**src/pkg/bicb_pkg.sv**
```systemverilog
// package: settings, states and carriers of the chatter blocker
package bicb_pkg;
   // timing base: one tick per millisecond at 25 MHz
   localparam int CLK_HZ = 25000000;
   localparam int MS_PER_S = 1000;
   localparam int S_PER_MIN = 60;
   localparam int TICK_MS = 1;
   localparam int TICK_CYC = CLK_HZ / 1000 * TICK_MS;
   localparam int CHG_W = 8;
   localparam int TEST_W = 8;
   localparam int SEC_W = 16;
   localparam int MIN_W = 8;
   // chatter-test count value that means unlimited
   localparam logic [7:0] TESTS_UNLIMITED = 8'hFF;
   localparam logic [7:0] CNT_RESET = 8'h00;

   typedef enum logic [3:0] {
      BICB_IDLE = 4'h1,
      BICB_TEST = 4'h2,
      BICB_HOLD = 4'h4,
      BICB_PERM = 4'h8
   } bicb_state_t;

   typedef struct packed {
      logic [CHG_W-1:0] perm_changes;
      logic [SEC_W-1:0] init_test_s;
      logic [TEST_W-1:0] num_tests;
      logic [MIN_W-1:0] idle_min;
      logic [SEC_W-1:0] subs_test_s;
   } bicb_cfg_t;
endpackage : bicb_pkg

```
**src/hw/bicb_filter.sv**
```systemverilog
// chatter blocker for a bank of relay binary inputs
//
// Behaviour
// - count changes in initial window, compare limit
// - zero permissible changes disables blocking
// - initial window starts on first activation
// - test count sets cycles before final block
// - unlimited test count never blocks permanently
// - exceeded window starts idle interval, blocked
// - idle, subsequent times used only if tests nonzero
// - subsequent window follows idle, counts again
// - pass releases, fail restarts idle until limit
// - shared settings, per-input enable
// - protective indications cannot be chatter-blocked
// - blocked input flags indication and common report
// - single-point frozen on if was active
// - single-point frozen off if was inactive
// - double-point chatter reports intermediate
`timescale 1ns/1ps
module bicb_filter #(
   parameter int N = 8,
   parameter int TICK_CYCLES = bicb_pkg::TICK_CYC
)(
   // clock and reset
   input wire logic clk_in,
   input wire logic rst_in,
   // settings
   input wire bicb_pkg::bicb_cfg_t cfg_in,
   input wire logic [N-1:0] enable_in,
   input wire logic [N-1:0] protective_in,
   input wire logic [N-1:0] double_point_in,
   // contacts from field pins
   input wire logic [N-1:0] contact_in,
   // filtered indications
   output logic [N-1:0] indication_out,
   output logic [N-1:0] intermediate_out,
   output logic [N-1:0] chatter_blocked_flag_out,
   output logic chatter_report_out
);
   // refuse sizes the logic cannot serve
   if (N < 1 || TICK_CYCLES < 1)
   begin : bad_param
      $error("bicb_filter: bad parameter");
   end

   localparam int TW = 32;

   function automatic logic [TW-1:0] ms_of_s(input logic [15:0] s);
      ms_of_s = TW'(s) * TW'(bicb_pkg::MS_PER_S);
   endfunction : ms_of_s

   logic [N-1:0] sync1_r;
   logic [N-1:0] sync2_r;
   logic [N-1:0] prev_r;
   logic [31:0] pre_r;
   logic tick_r;

   // two-flop synchroniser on the field contacts
   always_ff @(posedge clk_in or posedge rst_in)
   begin
      if (rst_in)
      begin
         sync1_r <= '0;
         sync2_r <= '0;
         prev_r <= '0;
      end
      else
      begin
         sync1_r <= contact_in;
         sync2_r <= sync1_r;
         prev_r <= sync2_r;
      end
   end

   // millisecond tick prescaler
   always_ff @(posedge clk_in or posedge rst_in)
   begin
      if (rst_in)
      begin
         pre_r <= '0;
         tick_r <= 1'b0;
      end
      else if (pre_r == 32'(TICK_CYCLES - 1))
      begin
         pre_r <= '0;
         tick_r <= 1'b1;
      end
      else
      begin
         pre_r <= pre_r + 32'h1;
         tick_r <= 1'b0;
      end
   end

   wire logic [N-1:0] edge_w = sync2_r ^ prev_r;
   wire logic zero_chg = (cfg_in.perm_changes == '0);
   wire logic [TW-1:0] init_ms = ms_of_s(cfg_in.init_test_s);
   wire logic [TW-1:0] subs_ms = ms_of_s(cfg_in.subs_test_s);
   wire logic [TW-1:0] idle_ms = TW'(cfg_in.idle_min) *
      TW'(bicb_pkg::S_PER_MIN * bicb_pkg::MS_PER_S);

   bicb_pkg::bicb_state_t st_r [N];
   logic [bicb_pkg::CHG_W:0] chg_r [N];
   logic [bicb_pkg::TEST_W-1:0] cyc_r [N];
   logic [TW-1:0] tmr_r [N];
   logic [N-1:0] held_r;
   logic [N-1:0] frozen_r;

   genvar g;
   generate
      for (g = 0; g < N; g++)
      begin : ch
         // an input that may be blocked at all
         wire logic act = enable_in[g] & ~protective_in[g]
            & ~zero_chg;
         wire logic over = chg_r[g] >
            {1'b0, cfg_in.perm_changes};
         wire logic expired = (tmr_r[g] == '0);
         wire logic blocked = (st_r[g] == bicb_pkg::BICB_HOLD)
            | (st_r[g] == bicb_pkg::BICB_PERM)
            | ((st_r[g] == bicb_pkg::BICB_TEST) & (cyc_r[g] != '0));
         // tests zero: idle and subsequent times never come into play
         wire logic no_tests = (cfg_in.num_tests == '0);
         wire logic limit_hit = (cfg_in.num_tests !=
            bicb_pkg::TESTS_UNLIMITED)
            & (cyc_r[g] >= cfg_in.num_tests);

         always_ff @(posedge clk_in or posedge rst_in)
         begin
            if (rst_in)
            begin
               st_r[g] <= bicb_pkg::BICB_IDLE;
               chg_r[g] <= '0;
               cyc_r[g] <= bicb_pkg::CNT_RESET;
               tmr_r[g] <= '0;
            end
            else if (!act)
            begin
               st_r[g] <= bicb_pkg::BICB_IDLE;
               chg_r[g] <= '0;
               cyc_r[g] <= bicb_pkg::CNT_RESET;
               tmr_r[g] <= '0;
            end
            else
            begin
               case (st_r[g])
                  bicb_pkg::BICB_IDLE:
                  begin
                     // window opens on first activation
                     if (edge_w[g] & sync2_r[g])
                     begin
                        st_r[g] <= bicb_pkg::BICB_TEST;
                        chg_r[g] <= '0;
                        tmr_r[g] <= init_ms;
                     end
                  end
                  bicb_pkg::BICB_TEST:
                  begin
                     if (edge_w[g] & ~over)
                     begin
                        chg_r[g] <= chg_r[g]
                           + (bicb_pkg::CHG_W + 1)'(1);
                     end
                     if (over)
                     begin
                        // failed window uses up one test cycle
                        if (no_tests | limit_hit)
                        begin
                           st_r[g] <= bicb_pkg::BICB_PERM;
                        end
                        else
                        begin
                           st_r[g] <= bicb_pkg::BICB_HOLD;
                           tmr_r[g] <= idle_ms;
                           // saturate so an unlimited count never wraps
                           if (cyc_r[g] != '1)
                           begin
                              cyc_r[g] <= cyc_r[g]
                                 + (bicb_pkg::TEST_W)'(1);
                           end
                        end
                     end
                     else if (expired)
                     begin
                        // pass: release and forget history
                        st_r[g] <= bicb_pkg::BICB_IDLE;
                        cyc_r[g] <= bicb_pkg::CNT_RESET;
                     end
                     else if (tick_r)
                     begin
                        tmr_r[g] <= tmr_r[g] - TW'(1);
                     end
                  end
                  bicb_pkg::BICB_HOLD:
                  begin
                     if (expired)
                     begin
                        st_r[g] <= bicb_pkg::BICB_TEST;
                        chg_r[g] <= '0;
                        tmr_r[g] <= subs_ms;
                     end
                     else if (tick_r)
                     begin
                        tmr_r[g] <= tmr_r[g] - TW'(1);
                     end
                  end
                  bicb_pkg::BICB_PERM:
                  begin
                     st_r[g] <= bicb_pkg::BICB_PERM;
                  end
                  default:
                  begin
                     st_r[g] <= bicb_pkg::BICB_IDLE;
                  end
               endcase
            end
         end

         // freeze the indication at the level held when blocking began
         always_ff @(posedge clk_in or posedge rst_in)
         begin
            if (rst_in)
            begin
               held_r[g] <= 1'b0;
               frozen_r[g] <= 1'b0;
            end
            else if (blocked & ~frozen_r[g])
            begin
               frozen_r[g] <= 1'b1;
               held_r[g] <= prev_r[g];
            end
            else if (!blocked)
            begin
               frozen_r[g] <= 1'b0;
            end
         end

         always_ff @(posedge clk_in or posedge rst_in)
         begin
            if (rst_in)
            begin
               indication_out[g] <= 1'b0;
               intermediate_out[g] <= 1'b0;
               chatter_blocked_flag_out[g] <= 1'b0;
            end
            else
            begin
               chatter_blocked_flag_out[g] <= blocked;
               intermediate_out[g] <= blocked
                  & double_point_in[g];
               if (!blocked)
               begin
                  indication_out[g] <= sync2_r[g];
               end
               else if (double_point_in[g])
               begin
                  indication_out[g] <= 1'b0;
               end
               else
               begin
                  indication_out[g] <= frozen_r[g] ? held_r[g]
                     : prev_r[g];
               end
            end
         end

         prot_never_a: assert property (@(posedge clk_in)
            disable iff (rst_in)
            protective_in[g] ##1 protective_in[g]
            |=> !chatter_blocked_flag_out[g])
            else $error("protective input flagged");
         zero_off_a: assert property (@(posedge clk_in)
            disable iff (rst_in)
            (cfg_in.perm_changes == '0) |=> st_r[g] == bicb_pkg::BICB_IDLE)
            else $error("blocking active with zero setting");
         over_hold_a: assert property (@(posedge clk_in)
            disable iff (rst_in)
            (act && st_r[g] == bicb_pkg::BICB_TEST && over
             && !no_tests && !limit_hit)
            |=> st_r[g] == bicb_pkg::BICB_HOLD)
            else $error("exceeded count did not start idle");
         perm_stay_a: assert property (@(posedge clk_in)
            disable iff (rst_in)
            (act && st_r[g] == bicb_pkg::BICB_PERM)
            |=> st_r[g] == bicb_pkg::BICB_PERM || !$past(act))
            else $error("permanent block left");
         unlim_never_a: assert property (@(posedge clk_in)
            disable iff (rst_in)
            (cfg_in.num_tests == bicb_pkg::TESTS_UNLIMITED
             && st_r[g] != bicb_pkg::BICB_PERM)
            |=> st_r[g] != bicb_pkg::BICB_PERM)
            else $error("unlimited tests blocked permanently");
         hold_test_a: assert property (@(posedge clk_in)
            disable iff (rst_in)
            (act && st_r[g] == bicb_pkg::BICB_HOLD && expired)
            |=> st_r[g] == bicb_pkg::BICB_TEST && chg_r[g] == '0)
            else $error("subsequent window did not open");
         release_a: assert property (@(posedge clk_in)
            disable iff (rst_in)
            (act && st_r[g] == bicb_pkg::BICB_TEST && !over && expired)
            |=> st_r[g] == bicb_pkg::BICB_IDLE && cyc_r[g] == '0)
            else $error("release did not clear cycles");
         flag_dp_a: assert property (@(posedge clk_in)
            disable iff (rst_in)
            (blocked && double_point_in[g])
            |=> intermediate_out[g] && chatter_blocked_flag_out[g])
            else $error("double point not intermediate");
         start_edge_a: assert property (@(posedge clk_in)
            disable iff (rst_in)
            (act && st_r[g] == bicb_pkg::BICB_IDLE && !(edge_w[g]
             && sync2_r[g])) |=> st_r[g] == bicb_pkg::BICB_IDLE)
            else $error("window opened without activation");
      end
   endgenerate

   // common chatter report
   always_ff @(posedge clk_in or posedge rst_in)
   begin
      if (rst_in)
      begin
         chatter_report_out <= 1'b0;
      end
      else
      begin
         chatter_report_out <= |chatter_blocked_flag_out;
      end
   end

   common_rep_a: assert property (@(posedge clk_in)
      disable iff (rst_in)
      chatter_report_out == $past(|chatter_blocked_flag_out))
      else $error("common report mismatch");
endmodule : bicb_filter

```
**config.mk**
```make
export PLATFORM = sky130hd
export DESIGN_NAME = bicb_filter
export DESIGN_NICKNAME = d
export VERILOG_FILES = /design/src/pkg/bicb_pkg.sv /design/src/hw/bicb_filter.sv
export SDC_FILE = /design/constraint.sdc
export NUM_CORES = 2
export LEC_CHECK = 0
export ABC_AREA = 1
export BUFFER_PORTS_ARGS = -buffer_cell sky130_fd_sc_hd__buf_2
export CAP_MARGIN = 10
export CORE_MARGIN = 2
export CORE_UTILIZATION = 25
export CTS_CLUSTER_DIAMETER = 150
export DETAILED_ROUTE_END_ITERATION = 7
export GPL_TIMING_DRIVEN = 0
export HOLD_SLACK_MARGIN = 0.02
export SLEW_MARGIN = 5
export SYNTH_ARGS = -nofsm -noshare
export SYNTH_HDL_FRONTEND = slang
export SYNTH_SLANG_ARGS = --single-unit
```
**constraint.sdc**
```tcl
create_clock -name clk_in -period 32.2 [get_ports clk_in]
set_clock_uncertainty 0.05 [all_clocks]
set_input_delay 0 -clock clk_in [delete_from_list [all_inputs] [get_ports clk_in]]
set_output_delay 0 -clock clk_in [all_outputs]
set_load 0.05 [all_outputs]
```
==> results by group <==
Synthesis
  – Post-synth EDFFs: 0
  – Synth top cells by count: nand2_1 (1,813), inv_1 (1,029), nor2_1 (815)
  – Seq/Total Area, Yosys: 26.9%
  – #FFs+latches synth: 522
  – Prevailing post-synth register cell: dfrtp_1
  – Synth top area share: between 20% and 30%
  – Synth area leader: dfrtp_1
  – Syn_nets: just under 8,000
  – Mapped Area: 48,600 um^2
  – Post-Syn Area per Cell: around 6.7 um^2
  – Mapped Cells: slightly above 7,000
  – Count leader, synth: nand2_1
  – Ys Warns: 0
  – Post-synthesis async set-or-reset flop share: 100%
  – Top cells by area in the synthesized netlist: dfrtp_1 (26%), nand2_1 (14%), ha_1 (8.5%)
  – Distinct cells, synth: 60

Route
  – DR vias/cell: around 5.1
  – Routed vias: 51,630
  – Mean routed wirelength per cell: 21.0 um
  – Router iterations before antenna repair: 8
  – Antenna viol nets, final: 0
  – # DRC: 12
  – DR iter-0 viols: 5,912
  – Final wirelength: 211,000 um

Cells and area
  – Layout cells sized above 1: 6.79%
  – Area Growth Syn to Fin: 14.4%
  – Nets: 8,042
  – Core Util, Final: 28.8%

Global route
  – GRT Total Usage: between 20% and 30%
  – Vias in the first global route: a little under 50,000
  – First-pass GRT wire length: slightly above 300,000 um
  – Largest net degree at the start of global routing: 110
  – Gr ovfl total: 0
  – Initial antenna violation count: 23

Placed design
  – GP Congestion: 1.02
  – Port Buffers: between 100 and 150
  – HPWL Detailed: ~160,000 um

Worst setup path
  – Crit Reg-Reg Startpoint: tick_r
  – CP startpoint kind: input pin
  – Reg2reg path depth: 9
  – Worst path max stage delay: 750 ps
  – CP Class: in -> reg
  – CP cell instances: dlygate4sd3_1 -> buf_2 -> inv_1 -> fa_1 -> fa_1 -> fa_1 -> fa_1 -> inv_1 -> ha_1 -> nand2_1 -> nand2_1 -> a21oi_1 -> nand2_1 -> nand2_1 -> nand2_1 -> nand2_1 -> and2_1 -> clkbuf_1 -> nand2_1 -> nand3_1 -> nand3b_1 -> o21ai_1
  – Critical-path top delay cell: clkbuf_1
  – Crit path arrival time: between 6000 and 7000 ps
  – Req. time, crit path: around 33,000 ps
  – R2r endpoint: tmr_r[86]
  – Reg2Reg Setup Slack: roughly 27,000 ps
  – Max Fanout on Critical Path: 9
  – Crit. End Element: flop
  – Crit-path most repeated cell: nand2_1

Pwr
  – Power Density: roughly 79 nW/um^2
  – Max IR drop VDD: around 88 uV
  – Leakage: 0.0277 uW

Die
  – Die Y: around 440 um
  – Floorplan row count: 161
  – Initial core utilization: between 20% and 30%
  – Die area: roughly 200,000 um^2
  – I/O pin cnt: between 100 and 150
  – Die Width: around 440 um
  – Core area: 193,000 um^2

Clock network
  – Clock-pin slew on the worst setup and hold paths: ~60 ps
  – Cts bufs inserted: 69
  – Root Buffer: clkbuf_16
  – Clk sink count: about 520
  – H-Tree Depth: 3
  – Postcts setup bufs: 0
  – Cts repair resizes: 0
  – Clock Path Buffers: 3
  – Skew-Pair Late Insertion Delay: around 700 ps
  – TritonCTS clock tree: done

Timing
  – Hold Fails Final Rpt: 0
  – Count of final setup violators: 0
  – Headroom to the max-slew limit: 2.28%
  – Crit path time final: approximately 6200 ps
  – Tcrit/Tclk final: 19.2%
  – Setup_tns: 0 ps
  – Final count of pins violating max slew: 0
  – RSZ-0062 raised after global routing: no
  – Slew @ Worst Pin: ~1500 ps
  – Max Freq: between 150 and 200 MHz

Status
  – Status: finished, violations left
  – Violated checks: design-rule violations

Job
  – Maxcap violations: 0

Worst hold path
  – Hold depth: 4
  – Min-Delay Endpoint: intermediate_out[2]
  – Hold crit path type: in -> reg
  – Hold_sp: double_point_in[2]
==> critical path: cells and delay by family <==
kind                       cells  cell delay, ps
and+or+nand+nor               10            1490
buffers and inverters          5            2370
adders and majority gates      5            2510
AOI/OAI and AO/OA              2             300
==> layout make-up <==
type,count,area [um^2]
Antenna cell,6,15.0
Buffer,166,832
Clock buffer,98,2020
Clock inverter,28,310
Fill cell,21100,137000
Inverter,1058,3990
Multi-Input combinational cell,5492,30800
Sequential cell,522,13100
Tap cell,2526,3160
Timing Repair Buffer,182,1390
==> kinds of logic after synthesis <==
group                    count (synthesis)  synth area share [%]
AO/OA/AOI/OAI                          791                  8.84
AND/OR/NAND/NOR                       4021                  36.5
adder cells (fa/ha/maj)                461                  13.9
buffers and inverters                 1224                  9.89
XOR/XNOR                               219                  3.95
flip-flops                             522                  26.9
==> metrics by stage <==
step / total power [uW] / setup slack (ps) / hold WS, ps / instances / cell area, um^2
floorplan: 2250 / 17580 / -18.6 / 7238 / 48600
global placement: 3330 / 9670 / 58.6 / 9878 / 52300
detailed placement: 3420 / 26030 / 50.4 / 9898 / 52800
CTS: 4270 / 26320 / 22.1 / 10071 / 55600
global route: 4570 / 25850 / 65.7 / 10074 / 55600
finish: 4410 / 26010 / 55.6 / 10078 / 55600
==> per-layer routing <==
metal,GRT usage [%],vias up,share of wire [%]
li1,-,24032,-
met1,26.5,24445,41
met2,32.0,2501,43
met3,5.67,626,10
met4,10.7,26,6.2
met5,0.317,-,0.099
==> state kept, by name, indices dropped and copies added (netlist names) <==
name and cells:
cyc_r 64, tmr_r 256, chatter_report_out 1, frozen_r 8, chatter_blocked_flag_out 8, tick_r 1, st_r 32, pre_r 32
intermediate_out 8, prev_r 8, indication_out 8, chg_r 72, sync2_r 8, sync1_r 8, held_r 8
==> power by group <==
group	switching (uW)	leakage (uW)	internal, uW	total, uW
Sequential	127	0.00707	741	868
Clock	343	0.00115	479	821
Combinational	2060	0.0195	666	2720
Total	2530	0.0277	1890	4410
==> how the worst max path moves through the flow <==
stage,startpoint,endpoint,slack (ps)
after global placement,rst_in,sync1_r[7],9670
final,cfg_in[1],tmr_r[17],26010
after global routing,cfg_in[1],tmr_r[17],25850
after floorplan,rst_in,chatter_blocked_flag_out[0],17580
after detailed placement,cfg_in[33],tmr_r[25],26030
after CTS,cfg_in[1],tmr_r[25],26320
==> cells in the final DEF, fill, tap and decap left out, types with 47 or more instances in the layout <==
cell,n
a21oi_1,258
buf_2,196
clkbuf_1,60
clkbuf_16,71
dfrtp_1,514
dlygate4sd3_1,47
fa_1,130
ha_1,331
inv_1,1028
nand2_1,1813
nand3_1,794
nand3b_1,64
nand4_1,250
nor2_1,815
nor3_1,122
o21ai_0,374
xor2_1,183
==> repair_timing <==
action / in CTS / in global routing
hold endpoints to repair: 410 / 0
endpoints found under the setup margin: 0 / 0
hold buffers: 47 / 0
No activity file was read; power rests on OpenSTA's default activity.
